==> config.mk <==
export PLATFORM = sky130hd
export DESIGN_NAME = sfm_monitor
export DESIGN_NICKNAME = d
export VERILOG_FILES = /design/src/sfm_pkg.sv /design/src/sfm_monitor.sv
export SDC_FILE = /design/constraint.sdc
export NUM_CORES = 1
export LEC_CHECK = 0
export CAP_MARGIN = 20
export CORE_MARGIN = 3
export CORE_UTILIZATION = 44
export CTS_CLUSTER_DIAMETER = 50
export DETAILED_ROUTE_END_ITERATION = 16
export DONT_BUFFER_PORTS = 1
export GPL_TIMING_DRIVEN = 1
export PLACE_DENSITY = 0.64
export SETUP_SLACK_MARGIN = 0.02
export SYNTH_ARGS = -nofsm -noshare
export SYNTH_HDL_FRONTEND = slang
export SYNTH_SLANG_ARGS = --single-unit
==> constraint.sdc <==
create_clock -name clk -period 10.54 [get_ports clk]
set_input_delay 0 -clock clk [delete_from_list [all_inputs] [get_ports clk]]
set_output_delay 0 -clock clk [all_outputs]
set_load 0.1 [all_outputs]
==> src/sfm_pkg.sv <==
package sfm_pkg;

  // =====================================================================
  // Threshold encoding: one unit is 0.5 % of rated frequency.
  // =====================================================================
  localparam logic [7:0] UF_DROP_RST = 8'hBE;  // 95 %
  localparam logic [7:0] UF_PICK_RST = 8'hC2;  // 97 %
  localparam logic [7:0] UF_DROP_MIN = 8'hA0;  // 80 %
  localparam logic [7:0] UF_DROP_MAX = 8'hBE;  // 95 %
  localparam logic [7:0] UF_PICK_MIN = 8'hAA;  // 85 %
  localparam logic [7:0] UF_PICK_MAX = 8'hC8;  // 100 %
  localparam logic [7:0] OF_DROP_RST = 8'hD2;  // 105 %
  localparam logic [7:0] OF_PICK_RST = 8'hCA;  // 101 %
  localparam logic [7:0] OF_DROP_MIN = 8'hCA;  // 101 %
  localparam logic [7:0] OF_DROP_MAX = 8'hF0;  // 120 %
  localparam logic [7:0] OF_PICK_MIN = 8'hC8;  // 100 %
  localparam logic [7:0] OF_PICK_MAX = 8'hE6;  // 115 %
  localparam logic [7:0] MIN_DIFF    = 8'h01;  // 0.5 %
  // Measured frequency is in 0.1 % units, five per threshold unit.
  localparam logic [10:0] FREQ_SCALE = 11'h005;

  // =====================================================================
  // Confirmation delay, counted in 0.1 s ticks.
  // =====================================================================
  localparam int unsigned CLK_PERIOD_NS = 4;
  localparam int unsigned TICK_NS       = 100_000_000;
  localparam int unsigned TICK_CYC      = TICK_NS / CLK_PERIOD_NS;
  localparam logic [14:0] DELAY_RST     = 15'h001E;  // 3 s
  localparam logic [14:0] DELAY_MAX     = 15'h4650;  // 1800 s

  // =====================================================================
  // Unbalance and rotation.
  // =====================================================================
  localparam logic [4:0] UNB_PCT_MIN = 5'h02;
  localparam logic [4:0] UNB_PCT_MAX = 5'h1E;
  localparam logic [4:0] UNB_PCT_RST = 5'h0A;
  localparam logic [8:0] ROT_ABC     = 9'h078;  // 120 degrees
  localparam logic [8:0] ROT_CBA     = 9'h0F0;  // 240 degrees
  localparam logic [8:0] ROT_TOL     = 9'h005;

  // =====================================================================
  // Register word addresses and control bits.
  // =====================================================================
  localparam logic [3:0] A_UF_DROP  = 4'h0;
  localparam logic [3:0] A_UF_PICK  = 4'h1;
  localparam logic [3:0] A_OF_DROP  = 4'h2;
  localparam logic [3:0] A_OF_PICK  = 4'h3;
  localparam logic [3:0] A_DELAY    = 4'h4;
  localparam logic [3:0] A_CTRL     = 4'h5;
  localparam logic [3:0] A_UNB_PCT  = 4'h6;
  localparam logic [3:0] A_STATUS   = 4'h7;
  localparam logic [3:0] A_CNT_OK   = 4'h8;
  localparam logic [3:0] A_CNT_FAIL = 4'h9;
  localparam int unsigned CTRL_UNB_EN = 0;
  localparam int unsigned CTRL_ROT_EN = 1;
  localparam int unsigned CTRL_3W     = 2;
  localparam logic [2:0] CTRL_RST     = 3'h2;

  typedef enum logic [2:0] {
    SFM_OK   = 3'b001,
    SFM_PEND = 3'b010,
    SFM_OUT  = 3'b100
  } sfm_mon_t;

endpackage

==> src/sfm_monitor.sv <==
`timescale 1ns/1ps
// Contract
// - Under-frequency dropout resets to 95 %, pickup to 97 % of rated.
// - Under-frequency dropout limited to 80-95 %, pickup to 85-100 %.
// - Under-frequency thresholds move only in 0.5 % steps.
// - Display dropout write breaking differential rewrites pickup to dropout minus 0.5 %.
// - Fieldbus write stores dropout; non-compliant pickup becomes dropout minus 0.5 %.
// - Frequency below dropout longer than confirmation delay means out of range.
// - Frequency at or above pickup means acceptable again.
// - Over-frequency dropout resets to 105 %, pickup to 101 % of rated.
// - Over-frequency dropout limited to 101-120 %, pickup to 100-115 %.
// - Over-frequency thresholds move only in 0.5 % steps.
// - Display over-frequency dropout breaking 0.5 % gap rewrites pickup.
// - Fieldbus over-frequency write stores dropout and repairs a short pickup gap.
// - Unbalance fails when largest deviation exceeds set percent of average.
// - Unbalance check applies only to three-phase three-wire systems.
// - Unbalance check off after reset; when on, it alarms and requests transfer.
// - Unbalance threshold limited to 2-30 %.
// - Rotation is checked on the opposite source, only with both present.
// - Only A-B-C is correct; C-B-A is wrong and blocks transfer.
// - Rotation check on after reset and switchable by configuration.
// - A-to-B angle accepted only at 120 degrees within 5 degrees; 240 degrees counts as wrong.
// - Successful and failed transfers are counted separately.
// - Confirmation delay defaults to 3 s, adjustable from 0 to 1800 s.
module sfm_monitor #(
  parameter int unsigned TICK_CYCLES = sfm_pkg::TICK_CYC,
  parameter int unsigned CNT_W       = 16
) (
  // Clock and reset.
  input  wire logic              clk,
  input  wire logic              nrst,
  // Fieldbus register port.
  input  wire logic [3:0]        bus_addr,
  input  wire logic [15:0]       bus_wdata,
  input  wire logic              bus_wr,
  input  wire logic              bus_rd,
  output logic      [15:0]       bus_rdata,
  // Local display threshold entry.
  input  wire logic              disp_wr,
  input  wire logic [1:0]        disp_sel,
  input  wire logic [7:0]        disp_value,
  // Measurements.
  input  wire logic [10:0]       freq_meas,
  input  wire logic [15:0]       volt_a,
  input  wire logic [15:0]       volt_b,
  input  wire logic [15:0]       volt_c,
  input  wire logic              conn_alt,
  input  wire logic              norm_present,
  input  wire logic              alt_present,
  input  wire logic [8:0]        norm_ang_ab,
  input  wire logic [8:0]        alt_ang_ab,
  // Transfer outcome events.
  input  wire logic              xfer_ok,
  input  wire logic              xfer_fail,
  // Status outputs.
  output logic                   uf_fail,
  output logic                   of_fail,
  output logic                   unb_alarm,
  output logic                   rot_wrong,
  output logic                   xfer_req,
  output logic                   xfer_block
);

  // =====================================================================
  // Helpers.
  // =====================================================================
  function automatic logic [7:0] clamp8(input logic [7:0] v, input logic [7:0] lo,
                                        input logic [7:0] hi);
    clamp8 = (v < lo) ? lo : ((v > hi) ? hi : v);
  endfunction

  // Pulls a too-close pickup to dropout less one step, clamped to the pickup range.
  function automatic logic [7:0] fix_pick(input logic [7:0] drop, input logic [7:0] pick,
                                          input logic [7:0] lo, input logic [7:0] hi);
    logic [7:0] gap;
    gap = (drop > pick) ? (drop - pick) : (pick - drop);
    fix_pick = (gap < sfm_pkg::MIN_DIFF) ? clamp8(drop - sfm_pkg::MIN_DIFF, lo, hi) : pick;
  endfunction

  function automatic logic near_ang(input logic [8:0] a, input logic [8:0] ref_ang);
    near_ang = (a >= ref_ang - sfm_pkg::ROT_TOL) && (a <= ref_ang + sfm_pkg::ROT_TOL);
  endfunction

  // =====================================================================
  // Configuration registers.
  // =====================================================================
  logic [7:0]  uf_drop_r, uf_drop_nxt, uf_pick_r, uf_pick_nxt;
  logic [7:0]  of_drop_r, of_drop_nxt, of_pick_r, of_pick_nxt;
  logic [14:0] delay_r, delay_nxt;
  logic [2:0]  ctrl_r, ctrl_nxt;
  logic [4:0]  unb_pct_r, unb_pct_nxt;
  logic        thr_we;
  logic [1:0]  thr_sel;
  logic [7:0]  thr_val;

  always_comb begin
    uf_drop_nxt = uf_drop_r;
    uf_pick_nxt = uf_pick_r;
    of_drop_nxt = of_drop_r;
    of_pick_nxt = of_pick_r;
    delay_nxt   = delay_r;
    ctrl_nxt    = ctrl_r;
    unb_pct_nxt = unb_pct_r;
    // The fieldbus wins a threshold write that meets the display.
    thr_we  = disp_wr || (bus_wr && bus_addr <= sfm_pkg::A_OF_PICK);
    thr_sel = (bus_wr && bus_addr <= sfm_pkg::A_OF_PICK) ? bus_addr[1:0] : disp_sel;
    thr_val = (bus_wr && bus_addr <= sfm_pkg::A_OF_PICK) ? bus_wdata[7:0] : disp_value;
    // Each code unit is one 0.5 % step, so every value lies on the step grid.
    if (thr_we) begin
      unique case (thr_sel)
        2'h0: begin
          uf_drop_nxt = clamp8(thr_val, sfm_pkg::UF_DROP_MIN, sfm_pkg::UF_DROP_MAX);
          uf_pick_nxt = fix_pick(uf_drop_nxt, uf_pick_r, sfm_pkg::UF_PICK_MIN,
                                 sfm_pkg::UF_PICK_MAX);
        end
        2'h1: begin
          uf_pick_nxt = fix_pick(uf_drop_r,
                                 clamp8(thr_val, sfm_pkg::UF_PICK_MIN, sfm_pkg::UF_PICK_MAX),
                                 sfm_pkg::UF_PICK_MIN, sfm_pkg::UF_PICK_MAX);
        end
        2'h2: begin
          of_drop_nxt = clamp8(thr_val, sfm_pkg::OF_DROP_MIN, sfm_pkg::OF_DROP_MAX);
          of_pick_nxt = fix_pick(of_drop_nxt, of_pick_r, sfm_pkg::OF_PICK_MIN,
                                 sfm_pkg::OF_PICK_MAX);
        end
        2'h3: begin
          of_pick_nxt = fix_pick(of_drop_r,
                                 clamp8(thr_val, sfm_pkg::OF_PICK_MIN, sfm_pkg::OF_PICK_MAX),
                                 sfm_pkg::OF_PICK_MIN, sfm_pkg::OF_PICK_MAX);
        end
      endcase
    end
    if (bus_wr) begin
      if (bus_addr == sfm_pkg::A_DELAY) begin
        delay_nxt = (bus_wdata[14:0] > sfm_pkg::DELAY_MAX) ? sfm_pkg::DELAY_MAX
                                                           : bus_wdata[14:0];
      end
      if (bus_addr == sfm_pkg::A_CTRL) begin
        ctrl_nxt = bus_wdata[2:0];
      end
      if (bus_addr == sfm_pkg::A_UNB_PCT) begin
        if (bus_wdata[15:5] != 11'h000) begin
          unb_pct_nxt = sfm_pkg::UNB_PCT_MAX;
        end else begin
          unb_pct_nxt = (bus_wdata[4:0] < sfm_pkg::UNB_PCT_MIN) ? sfm_pkg::UNB_PCT_MIN :
                        ((bus_wdata[4:0] > sfm_pkg::UNB_PCT_MAX) ? sfm_pkg::UNB_PCT_MAX :
                         bus_wdata[4:0]);
        end
      end
    end
  end

  always_ff @(posedge clk or negedge nrst) begin
    if (!nrst) begin
      uf_drop_r <= sfm_pkg::UF_DROP_RST;
      uf_pick_r <= sfm_pkg::UF_PICK_RST;
      of_drop_r <= sfm_pkg::OF_DROP_RST;
      of_pick_r <= sfm_pkg::OF_PICK_RST;
      delay_r   <= sfm_pkg::DELAY_RST;
      ctrl_r    <= sfm_pkg::CTRL_RST;
      unb_pct_r <= sfm_pkg::UNB_PCT_RST;
    end else begin
      uf_drop_r <= uf_drop_nxt;
      uf_pick_r <= uf_pick_nxt;
      of_drop_r <= of_drop_nxt;
      of_pick_r <= of_pick_nxt;
      delay_r   <= delay_nxt;
      ctrl_r    <= ctrl_nxt;
      unb_pct_r <= unb_pct_nxt;
    end
  end

  // =====================================================================
  // Delay tick of 0.1 s.
  // =====================================================================
  logic [31:0] tick_cnt_r, tick_cnt_nxt;
  logic        tick;

  always_comb begin
    tick         = (tick_cnt_r == TICK_CYCLES[31:0] - 32'h1);
    tick_cnt_nxt = tick ? 32'h0 : tick_cnt_r + 32'h1;
  end

  always_ff @(posedge clk or negedge nrst) begin
    if (!nrst) begin
      tick_cnt_r <= 32'h0;
    end else begin
      tick_cnt_r <= tick_cnt_nxt;
    end
  end

  // =====================================================================
  // Frequency monitors: index 0 under, index 1 over.
  // =====================================================================
  logic [1:0]  beyond, back;
  logic [1:0]  fail_r, fail_nxt;

  always_comb begin
    beyond[0] = freq_meas < ({3'h0, uf_drop_r} * sfm_pkg::FREQ_SCALE);
    back[0]   = freq_meas >= ({3'h0, uf_pick_r} * sfm_pkg::FREQ_SCALE);
    beyond[1] = freq_meas > ({3'h0, of_drop_r} * sfm_pkg::FREQ_SCALE);
    back[1]   = freq_meas <= ({3'h0, of_pick_r} * sfm_pkg::FREQ_SCALE);
  end

  for (genvar i = 0; i < 2; i++) begin : g_mon
    sfm_pkg::sfm_mon_t st_r, st_nxt;
    logic [14:0]       cnt_r, cnt_nxt;

    always_comb begin
      st_nxt  = st_r;
      cnt_nxt = cnt_r;
      unique case (st_r)
        sfm_pkg::SFM_OK: begin
          if (beyond[i]) begin
            st_nxt  = sfm_pkg::SFM_PEND;
            cnt_nxt = 15'h0000;
          end
        end
        sfm_pkg::SFM_PEND: begin
          if (!beyond[i]) begin
            st_nxt = sfm_pkg::SFM_OK;
          end else if (tick) begin
            if (cnt_r >= delay_r) begin
              st_nxt = sfm_pkg::SFM_OUT;
            end else begin
              cnt_nxt = cnt_r + 15'h0001;
            end
          end
        end
        sfm_pkg::SFM_OUT: begin
          if (back[i]) begin
            st_nxt = sfm_pkg::SFM_OK;
          end
        end
        default: begin
          st_nxt = sfm_pkg::SFM_OK;
        end
      endcase
    end

    always_ff @(posedge clk or negedge nrst) begin
      if (!nrst) begin
        st_r  <= sfm_pkg::SFM_OK;
        cnt_r <= 15'h0000;
      end else begin
        st_r  <= st_nxt;
        cnt_r <= cnt_nxt;
      end
    end
  end

  // Both fail flags live in one register so each bit has a single driver.
  always_comb begin
    fail_nxt[0] = (g_mon[0].st_nxt == sfm_pkg::SFM_OUT);
    fail_nxt[1] = (g_mon[1].st_nxt == sfm_pkg::SFM_OUT);
  end

  always_ff @(posedge clk or negedge nrst) begin
    if (!nrst) begin
      fail_r <= 2'h0;
    end else begin
      fail_r <= fail_nxt;
    end
  end

  // =====================================================================
  // Unbalance, rotation and transfer request.
  // =====================================================================
  logic [17:0] vsum;
  logic [17:0] dev [3];
  logic [17:0] dev_max;
  logic [25:0] lhs, rhs;
  logic [8:0]  opp_ang;
  logic        unb_nxt, rot_nxt, req_nxt;
  logic        unb_r, rot_r, req_r, blk_r;

  always_comb begin
    // Deviation times three against the sum avoids dividing by three.
    vsum = {2'h0, volt_a} + {2'h0, volt_b} + {2'h0, volt_c};
    dev[0] = ({2'h0, volt_a} * 18'h3 > vsum) ? ({2'h0, volt_a} * 18'h3 - vsum)
                                             : (vsum - {2'h0, volt_a} * 18'h3);
    dev[1] = ({2'h0, volt_b} * 18'h3 > vsum) ? ({2'h0, volt_b} * 18'h3 - vsum)
                                             : (vsum - {2'h0, volt_b} * 18'h3);
    dev[2] = ({2'h0, volt_c} * 18'h3 > vsum) ? ({2'h0, volt_c} * 18'h3 - vsum)
                                             : (vsum - {2'h0, volt_c} * 18'h3);
    dev_max = (dev[0] > dev[1]) ? dev[0] : dev[1];
    dev_max = (dev[2] > dev_max) ? dev[2] : dev_max;
    lhs = {8'h00, dev_max} * 26'h64;
    rhs = {21'h0, unb_pct_r} * {8'h00, vsum};
    unb_nxt = ctrl_r[sfm_pkg::CTRL_UNB_EN] && ctrl_r[sfm_pkg::CTRL_3W]
              && (lhs > rhs);
    opp_ang = conn_alt ? norm_ang_ab : alt_ang_ab;
    // Anything but A-B-C, including C-B-A, counts as wrong.
    rot_nxt = ctrl_r[sfm_pkg::CTRL_ROT_EN] && norm_present && alt_present
              && (near_ang(opp_ang, sfm_pkg::ROT_CBA)
                  || !near_ang(opp_ang, sfm_pkg::ROT_ABC));
    req_nxt = fail_r[0] || fail_r[1] || unb_nxt;
  end

  always_ff @(posedge clk or negedge nrst) begin
    if (!nrst) begin
      unb_r <= 1'b0;
      rot_r <= 1'b0;
      req_r <= 1'b0;
      blk_r <= 1'b0;
    end else begin
      unb_r <= unb_nxt;
      rot_r <= rot_nxt;
      req_r <= req_nxt;
      blk_r <= rot_nxt;
    end
  end

  // =====================================================================
  // Transfer counters; a clear and an event in the same cycle leave a count of one.
  // =====================================================================
  logic [CNT_W-1:0] cnt_ok_r, cnt_ok_nxt, cnt_fail_r, cnt_fail_nxt;

  always_comb begin
    cnt_ok_nxt   = (bus_wr && bus_addr == sfm_pkg::A_CNT_OK) ? '0 : cnt_ok_r;
    cnt_fail_nxt = (bus_wr && bus_addr == sfm_pkg::A_CNT_FAIL) ? '0 : cnt_fail_r;
    if (xfer_ok && cnt_ok_nxt != '1) begin
      cnt_ok_nxt = cnt_ok_nxt + 1'b1;
    end
    if (xfer_fail && cnt_fail_nxt != '1) begin
      cnt_fail_nxt = cnt_fail_nxt + 1'b1;
    end
  end

  always_ff @(posedge clk or negedge nrst) begin
    if (!nrst) begin
      cnt_ok_r   <= '0;
      cnt_fail_r <= '0;
    end else begin
      cnt_ok_r   <= cnt_ok_nxt;
      cnt_fail_r <= cnt_fail_nxt;
    end
  end

  // =====================================================================
  // Read port.
  // =====================================================================
  logic [15:0] rdata_r, rdata_nxt;

  always_comb begin
    rdata_nxt = 16'h0000;
    if (bus_rd) begin
      unique case (bus_addr)
        sfm_pkg::A_UF_DROP:  rdata_nxt = {8'h00, uf_drop_r};
        sfm_pkg::A_UF_PICK:  rdata_nxt = {8'h00, uf_pick_r};
        sfm_pkg::A_OF_DROP:  rdata_nxt = {8'h00, of_drop_r};
        sfm_pkg::A_OF_PICK:  rdata_nxt = {8'h00, of_pick_r};
        sfm_pkg::A_DELAY:    rdata_nxt = {1'b0, delay_r};
        sfm_pkg::A_CTRL:     rdata_nxt = {13'h0000, ctrl_r};
        sfm_pkg::A_UNB_PCT:  rdata_nxt = {11'h000, unb_pct_r};
        sfm_pkg::A_STATUS:   rdata_nxt = {10'h000, blk_r, req_r, rot_r, unb_r,
                                          fail_r[1], fail_r[0]};
        sfm_pkg::A_CNT_OK:   rdata_nxt = 16'(cnt_ok_r);
        sfm_pkg::A_CNT_FAIL: rdata_nxt = 16'(cnt_fail_r);
        default:             rdata_nxt = 16'h0000;
      endcase
    end
  end

  always_ff @(posedge clk or negedge nrst) begin
    if (!nrst) begin
      rdata_r <= 16'h0000;
    end else begin
      rdata_r <= rdata_nxt;
    end
  end

  assign bus_rdata  = rdata_r;
  assign uf_fail    = fail_r[0];
  assign of_fail    = fail_r[1];
  assign unb_alarm  = unb_r;
  assign rot_wrong  = rot_r;
  assign xfer_req   = req_r;
  assign xfer_block = blk_r;

endmodule  // sfm_monitor

# Yosys cells after proc, flatten, opt, wreduce, memory -nomap -nowiden

Cells that the tools add are included.

Register bits after elaboration: 176
Input port bits: 117
Output and inout bits: 22
Word-level logic and storage cells: 230

Add/subtract/negate cells: 25
$mul: 9
$lt $le $gt $ge: 44
Equal/unequal tests: 33
Multiplexer cells: 67
Reduce and logical (&&, ||, !) cells: 33

Operator list:

| operator                                                                      | count |
|---|---|
| 8-bit 2-to-1 mux                                                              | 25 |
| 16-bit case mux with 10 select lines                                          | 1 |
| 15-bit 2-to-1 mux                                                             | 9 |
| 18-bit subtractor                                                             | 6 |
| 18-bit greater-than comparator                                                | 5 |
| 18-bit 2-to-1 mux                                                             | 5 |
| 16-bit 2-to-1 mux                                                             | 5 |
| 8-bit greater-than comparator (second input constant)                         | 8 |
| 8-bit less-than comparator (second input constant)                            | 8 |
| 8-bit subtractor                                                              | 8 |
| 15-bit case mux with 2 select lines                                           | 2 |
| 16-bit by 2-bit multiplier with 18-bit output (second input constant)         | 3 |
| 8-bit by 3-bit multiplier with 11-bit output (second input constant)          | 4 |
| 16-bit by 1-bit adder with 16-bit output (second input constant)              | 2 |
| 32-bit by 1-bit adder with 32-bit output (second input constant)              | 1 |
| 32-bit by 25-bit equality test with 1-bit output (second input constant)      | 1 |
| 8-bit greater-than comparator                                                 | 4 |
| 8-bit by 1-bit less-than comparator with 1-bit output (second input constant) | 4 |
| 32-bit 2-to-1 mux                                                             | 1 |
| 16-bit inequality test (second input constant)                                | 2 |
| 8-bit case mux with 2 select lines                                            | 2 |
| 8-bit by 1-bit subtractor with 8-bit output (second input constant)           | 4 |
| 15-bit by 1-bit adder with 15-bit output (second input constant)              | 2 |
| 15-bit >= comparator                                                          | 2 |
| 42 further kinds                                                              | 97 |

# Logic depth before layout (Yosys ltp)

Gate-level depths: netlist of run 1.

Depth after elaboration: 12
Mapped depth: 94

# Worst setup path before layout of run 1

OpenSTA, ideal clock, no wires.

Path kind: input to register
Start: input port volt_a[1]
End: register req_r, in the netlist xfer_req
Arrival time: 14.861 ns
Setup slack: -4.448 ns
Cell stages on the path: 89
Path buffers: 7
Path through: inv_1 fa_1 inv_1 ha_1 fa_1 a21o_1 a21oi_1 o21bai_1 a21oi_1 o21bai_1 a21oi_1 o21bai_1 a21oi_1 o21bai_1 a21oi_1 o21bai_1 a21oi_1 xnor2_1 [... 53 more ...] o21ai_0 a21oi_1 nor2_1 a21oi_1 nor2_1 ha_1 a21o_1 a21o_1 a21oi_1 o21ai_0 a21o_1 a21oi_1 o2111ai_1 a211oi_1 nand2_1 a31oi_1 a211o_1 o21ai_1

Longest elaborated chain between the ends: 12
Elaborated cells on any way between the ends: 24

Ends and longest elaborated chain:

| item                                                                                  | line               | RTL |
|---|---|---|
| start, declared                                                                       | sfm_monitor.sv:44  | `input wire logic [15:0] volt_a,` |
| branches (longest 9 deep; another with 18-bit by 5-bit multiplier with 23-bit output) | --                 |  |
| 25-bit by 23-bit greater-than comparator with 1-bit output (*)                        | sfm_monitor.sv:291 | `&& (lhs > rhs);` |
| 1-bit logical AND (*)                                                                 | sfm_monitor.sv:291 |  |
| 1-bit logical OR (*)                                                                  | sfm_monitor.sv:297 | `req_nxt = fail_r[0] \|\| fail_r[1] \|\| unb_nxt;` |
| named net req_nxt                                                                     | sfm_monitor.sv:274 | `logic unb_nxt, rot_nxt, req_nxt;` |
| end signal, assigned                                                                  | sfm_monitor.sv:309 | `req_r <= req_nxt;` |
| end, declared                                                                         | sfm_monitor.sv:275 | `logic unb_r, rot_r, req_r, blk_r;` |

Mark *: on every way through the listed nets, which the timed path passes.
A chain may end at the register's enable or synchronous reset.

# Final worst setup path of run 1

Start: input port volt_c[1]
End: register req_r, in the netlist xfer_req

Longest elaborated chain between the ends: 11
Elaborated cells on any way between the ends: 23

Ends and longest elaborated chain:

| item                                                           | line                                   | RTL |
|---|---|---|
| start, declared                                                | sfm_monitor.sv:46                      | `input wire logic [15:0] volt_c,` |
| 17-bit by 16-bit adder with 18-bit output                      | sfm_monitor.sv:279                     | `vsum = {2'h0, volt_a} + {2'h0, volt_b} + {2'h0, volt_c};` |
| 18-bit subtractor, or another cell as far along                | sfm_monitor.sv:281                     | `: (vsum - {2'h0, volt_a} * 18'h3);` |
| 18-bit 2-to-1 mux, on equally long branches                    | sfm_monitor.sv:280, sfm_monitor.sv:282 |  |
| 18-bit greater-than comparator                                 | sfm_monitor.sv:286                     | `dev_max = (dev[0] > dev[1]) ? dev[0] : dev[1];` |
| 18-bit 2-to-1 mux                                              | sfm_monitor.sv:286                     |  |
| 18-bit greater-than comparator                                 | sfm_monitor.sv:287                     | `dev_max = (dev[2] > dev_max) ? dev[2] : dev_max;` |
| 18-bit 2-to-1 mux                                              | sfm_monitor.sv:287                     |  |
| 18-bit by 5-bit multiplier with 23-bit output                  | sfm_monitor.sv:288                     | `lhs = {8'h00, dev_max} * 26'h64;` |
| 25-bit by 23-bit greater-than comparator with 1-bit output (*) | sfm_monitor.sv:291                     |  |
| 1-bit logical AND (*)                                          | sfm_monitor.sv:291                     |  |
| 1-bit logical OR (*)                                           | sfm_monitor.sv:297                     |  |
| named net req_nxt                                              | sfm_monitor.sv:274                     |  |

The timed path passes the listed nets; every way through them passes the cells marked *.

==> impl_metrics.csv, run 1 <==
group,metric,value,unit
status,outcome,"finished, violations left",
status,violations,"setup timing",
yosys,yosysTopAreaCellShare,21.4,%
floorplan,core_region_area,64800,sq um
setup_path,cp-end-kind,"flop",
floorplan,die_area,69000,sq um
layout,drive_gt1_share,19.7,%
setup_path,startpoint_type,"primary input",
cts,cts_tree,"done",
yosys,synth_edf_count,0,
placed_design,portBuffers,0,
job,drv_cap,0,
setup_path,critical_path_peak_fanout,14,
drt,drt_iter0_drc,1675,
global_route,grt.total_usage,24.8,%
layout,seqCellArea,4440,sq um
drt,drt-wirelength-per-cell,17.4,um
yosys,synthCells,3575,
global_route,grt_use_met1,33.6,%
yosys,ys_ff_latch,176,
setup_path,path_depth,82,
hold_path,whs_path_depth,3,
floorplan,start_util,44.7,%
layout,final.fill_count,6042,
setup_path,cp_slowest_stage_delay,0.52,ns
timing,min_period_over_period,124,%
placed_design,routabilityCongestion,0.925,
timing,setup_viol,2,
setup_path,path_buf_inv,16,
setup_path,cp.required,10.87,ns
drt,finalWirelength,87000,um
yosys,ys.flop_type,"dfrtp_1",
timing,fin_skew,0.0115,ns
global_route,overflow,0,
drt,dr.pass1.iters,6,
floorplan,ioPinCount,139,
timing,maxSlewViolCount,0,
layout,nets,4837,
cts,cts_buffer_depth,2,
yosys,ys_types,95,
cts,htreeDepth,4,
yosys,synthTopCellsByArea,"ha_1, dfrtp_1, fa_1",
yosys,yosysWarnings,0,
yosys,synth_area_per_cell,8.11,sq um
global_route,antenna_found_initial,6,
drt,ant_nets,0,
cts,clock-sinks,176,
cts,cts_buffers,17,
timing,fin_worst_hold_slack,0.0207,ns
global_route,met3_usage,3.66,%
global_route,grt_pass1_wl,140000,um
global_route,grt_pass1_vias,26800,
timing,setup_slack,-2.52,ns
cts,clkTransAtPathRegs,0.07,ns
global_route,grt_max_degree,177,
layout,area_growth,23.1,%
yosys,ys_seq_area_share,15.3,%
placed_design,dp_cells,4891,
yosys,synth_area,29000,sq um
timing,finalHoldViolations,0,
global_route,top_usage_layer,"met2",
floorplan,die_w,263,um
placed_design,post-place-ws,-3.70,ns
setup_path,slowest_stage,"fa_1",
drt,drc,0,
floorplan,die_y,263,um
layout,final_cells,4995,
drt,avgViaCountPerCell,5.45,
floorplan,row_count,93,
timing,slew_headroom,22.8,%
yosys,ys_async_sr_fraction,100,%
layout,multi_input_area,23100,sq um
timing,max_freq,76.5,MHz
cts,root_buffer,"clkbuf_16",
setup_path,timing.critical_path.mode_cell,"a21oi_2",
global_route,use_met2,41.4,%
yosys,yosysMostFrequentCell,"ha_1",
cts,clk_latency,0.47,ns
timing,rsz0062_at_grt,"yes",
placed_design,place_hpwl,71400,um
yosys,synth_area_leader_cell,"ha_1",
setup_path,path_class,"primary input to flop",
drt,vias,27200,
setup_path,reg2reg_setup_slack,2.29,ns
setup_path,r2r_cells,33,
setup_path,cp.arrival,13.39,ns
timing,timing.final.crit_period,13.06,ns
yosys,synthTopCellsByCount,"ha_1, inv_1, nand2_1",
hold_path,hold_path_class,"primary input to flop",
timing,worst_pin_slew,1.16,ns
setup_path,cp_top_family,"compound AO/OA/AOI/OAI gates",
[layout make-up]
type | instances | share of cell area (%)
multi-input combinational | 2882 | 64.9
timing repair buffer | 617 | 13.4
sequential | 176 | 12.4
inverter | 432 | 4.57
tap | 855 | 3.00
clock buffer | 17 | 1.19
clock inverter | 14 | 0.481
antenna | 2 | 0.0140
[cells by family (layout without fill, tap and decap cells)]
| kind of cell | count (synthesis) | count (layout) | share of synthesized area (%) |
|---|---|---|---|
| other | 2 | 14 | 0.0259 |
| AOI/OAI and AO/OA | 906 | 907 | 20.1 |
| DFF | 176 | 176 | 15.3 |
| adders and majority gates | 607 | 607 | 28.7 |
| xor gates and xnor gates | 260 | 260 | 7.91 |
| and+or+nand+nor | 979 | 979 | 16.6 |
| muxes | 117 | 117 | 4.41 |
| buffers and inverters | 528 | 1080 | 6.95 |
[worst paths after layout]
path / start / endpoint
worst max-delay path: volt_c[1] / xfer_req
worst min-delay path: bus_addr[0] / bus_rdata[0]
worst max register to register: unb_pct_r[3] / xfer_req
worst min register to register: tick_cnt_r[4] / tick_cnt_r[4]
max in group asynchronous: nrst / tick_cnt_r[19]
min in group asynchronous: nrst / of_drop_r[2]
[timing repair]
action | in CTS | in global routing
endpoints found under the setup margin | 2 | 2
hold buffers | 32 | 0
gates resized for setup | 62 | 37
setup buffers | 30 | 7
gates cloned | 1 | 0
pin swaps | 70 | 37
hold endpoints to repair | 244 | 0
[worst reg2reg max path: cells and delay by family (launching register included)]
family,cells,cell delay (ns)
AOI/OAI and AO/OA,23,4.36
adders and majority gates,5,2.20
DFF,1,0.87
and+or+nand+nor,3,0.42
xor gates and xnor gates,1,0.24
buffers and inverters,1,0.04
[metal layers]
| layer | part of all wire, % | vias up |
|---|---|---|
| met4 | 2.6 | 0 |
| met1 | 46 | 12900 |
| met3 | 5.0 | 116 |
| li1 | - | 13600 |
| met2 | 46 | 603 |
| met5 | 0 | - |
[stage by stage]
| stage | TNS (ns) | instance area (sq um) | util (%) |
|---|---|---|---|
| finish | -5.00 | 35700 | 55.0 |
| global placement | -6.32 | 34000 | 52.4 |
| floorplan | -5.83 | 29200 | - |
| global route | -6.70 | 35700 | 55.0 |
| CTS | -5.07 | 35400 | 54.7 |
| detailed placement | -7.33 | 34000 | 52.4 |
[state kept, by name, indices dropped and copies added, names as in the netlist]
name / count
bus_rdata: 16
cnt_fail_r: 16
cnt_ok_r: 16
ctrl_r: 3
delay_r: 15
fail_r: 2
g_mon.cnt_r: 30
g_mon.st_r: 6
of_drop_r: 8
of_pick_r: 8
tick_cnt_r: 32
uf_drop_r: 8
uf_pick_r: 8
unb_alarm: 1
unb_pct_r: 5
xfer_block: 1
xfer_req: 1
[placed cells by master (no fill, tap or decap), types with 31 or more instances in the layout]
cell type	instances
nor2_1	203
nand2_1	281
o21ai_0	151
a21oi_1	245
nand4_1	60
ha_1	480
fa_1	97
nor2b_1	61
nand3_1	64
o21bai_1	53
and3_1	41
mux2_2	39
xor2_1	101
and2_1	59
nand2b_1	54
inv_1	425
buf_4	575
dlygate4sd3_1	31
nor3_1	59
a21o_1	123
mux2i_1	61
dfrtp_1	149
xnor2_1	154
Power of run 1 is left out: the tool's default activity adds up to more than one toggle a clock period on the data nets, which glitch-free logic cannot reach.
==> run 2, diff against run 1 <==
--- a/config.mk
+++ b/config.mk
@@ -12,7 +12,9 @@
 export DETAILED_ROUTE_END_ITERATION = 16
 export DONT_BUFFER_PORTS = 1
 export GPL_TIMING_DRIVEN = 1
+export MAX_ROUTING_LAYER = met4
 export PLACE_DENSITY = 0.64
+export RECOVER_POWER = 50
 export SETUP_SLACK_MARGIN = 0.02
 export SYNTH_ARGS = -nofsm -noshare
 export SYNTH_HDL_FRONTEND = slang
==> run 2 against run 1 <==
Net effect:
- the run ends with capacitance limit, slew limit, setup timing left
- first-iteration DRC count rose by 3.0%
- clock-buffer cell count did not move
- routed wire length rose by 1.5%
- register-to-register slack barely moved
- non-clock buffer count rose by 32
- largest cell class unchanged
- global-route usage rose by 1.1 points
- highest routed layer unchanged
==> impl_metrics.csv, run 2 (synthesis results as in run 1) <==
group,metric,value,unit
setup_path,timing.critical_path.mode_cell,"a21oi_2",
timing,rsz0062_at_grt,"yes",
status,violations,"capacitance limit, slew limit, setup timing",
timing,slew_headroom,-546,%
layout,top_register,"tick_cnt_r",
placed_design,post-place-ws,-3.63,ns
global_route,antenna_found_initial,6,
timing,max_freq,75.6,MHz
setup_path,cp-end-kind,"flop",
layout,final_cell_mix,"buf_4, ha_1, inv_1, nand2_1, a21oi_1",
timing,timing.final.crit_period,13.23,ns
timing,fin_skew,0.0186,ns
global_route,overflow,0,
layout,top_regs,"tick_cnt_r (32), g_mon.cnt_r (30)",
layout,fin_util,55.4,%
placed_design,place_hpwl,72500,um
global_route,grt_max_degree,177,
drt,vias,27400,
drt,drt_iter0_drc,1725,
cts,cts_tree,"done",
layout,drive_gt1_share,20.3,%
timing,finalHoldViolations,0,
timing,setup_viol,2,
hold_path,hold_path_class,"primary input to flop",
layout,seqCellArea,4440,sq um
setup_path,path_class,"primary input to flop",
floorplan,start_util,44.7,%
layout,final_cell_area,35900,sq um
drt,finalWirelength,88300,um
cts,clk_latency,0.47,ns
setup_path,cp_slowest_stage_delay,0.52,ns
global_route,grt_pass1_vias,26700,
cts,cts_buffer_depth,2,
layout,mostFrequentLayoutCell,"buf_4",
timing,worst_pin_slew,9.70,ns
cts,cts_buffers,17,
setup_path,startpoint_type,"primary input",
floorplan,core_region_area,64800,sq um
cts,clock-sinks,176,
drt,drc,0,
job,drv_cap,1,
drt,drt-wirelength-per-cell,17.5,um
floorplan,die_y,263,um
drt,dr.pass1.iters,6,
timing,maxSlewViolCount,177,
timing,min_period_over_period,126,%
floorplan,die_w,263,um
setup_path,slowest_stage,"fa_1",
global_route,grt.total_usage,25.8,%
layout,multi_input_area,23100,sq um
layout,final.fill_count,6061,
cts,root_buffer,"clkbuf_16",
cts,clkTransAtPathRegs,0.07,ns
floorplan,row_count,93,
drt,avgViaCountPerCell,5.45,
layout,nets,4868,
placed_design,portBuffers,0,
setup_path,cp_top_family,"compound AO/OA/AOI/OAI gates",
setup_path,path_buf_inv,9,
setup_path,cp.required,10.87,ns
drt,ant_nets,0,
setup_path,critical_path_peak_fanout,9,
timing,setup_slack,-2.69,ns
layout,largest_reg_flops,32,
placed_design,routabilityCongestion,0.945,
floorplan,ioPinCount,139,
placed_design,post_dp_cell_area,34200,sq um
floorplan,die_area,69000,sq um
layout,area_growth,24.0,%
status,outcome,"finished, violations left",
cts,htreeDepth,4,
global_route,grt_pass1_wl,142000,um
setup_path,cp.arrival,13.56,ns
timing,tns,-5.34,ns
-- run 2: cell types whose count changed in the layout (fill, tap and decap cells not counted), moves of 3 or more --
| cell | before | now |
|---|---|---|
| a21oi_1 | 245 | 242 |
| a21oi_2 | 22 | 26 |
| mux2_4 | 6 | 1 |
| dlygate4sd3_1 | 31 | 35 |
| mux2i_4 | 3 | 6 |
| diode_2 | 2 | 9 |
| ha_4 | 14 | 10 |
| mux2_2 | 39 | 44 |
| buf_4 | 575 | 602 |
-- run 2: path summary, 6_finish.rpt --
kind | start | to | slack (ns) | depth (start not counted)
setup reg to reg | unb_pct_r[4] | xfer_req | 2.29 | 33
hold / removal | bus_addr[2] | bus_rdata[7] | 0.03 | 3
max in group asynchronous | nrst | xfer_block | 0.65 | 2
hold reg to reg | tick_cnt_r[4] | tick_cnt_r[4] | 0.48 | 1
min in group asynchronous | nrst | of_drop_r[2] | 3.87 | 2
setup / recovery | volt_c[1] | xfer_req | -2.69 | 83
-- run 2: metrics by stage --
step	cells	hold slack, ns
after floorplan	3585	-0.296
after global placement	4920	-0.288
after detailed placement	4920	-0.288
after CTS	5011	0.00277
after global routing	5029	0.00298
final	5034	0.0269
-- run 2: per-layer routing --
| layer | wire [um] | up-vias | global-route usage, % | share of wire (%) |
|---|---|---|---|---|
| li1 | - | 13700 | - | - |
| met3 | 4590 | 113 | 3.25 | 5.2 |
| met4 | 1700 | 0 | 4.94 | 1.9 |
| met2 | 40800 | 699 | 42.0 | 46 |
| met5 | 0 | - | - | 0 |
| met1 | 41200 | 13000 | 34.8 | 47 |
-- run 2: repair_timing --
action,4_1_cts,5_1_grt
setup buffers,22,13
hold endpoints to repair,249,0
hold buffers,36,0
cloned,1,0
gates resized for setup,42,62
pin swaps,71,48
endpoints found under the setup margin,2,2
-- run 2: cell type report --
class	instances	share of cell area [%]
sequential	176	12.4
tap	855	2.98
antenna	9	0.0627
timing repair buffer	649	14.0
multi-input combinational	2881	64.3
clock buffer	17	1.18
clock inverter	15	0.522
inverter	432	4.53
-- run 2: tightest hold or removal path: stages --
cell and delay, ns:
o32ai_1 0.08, a221oi_1 0.27, nor2_1 0.09
Power of run 2 is left out for the same reason.
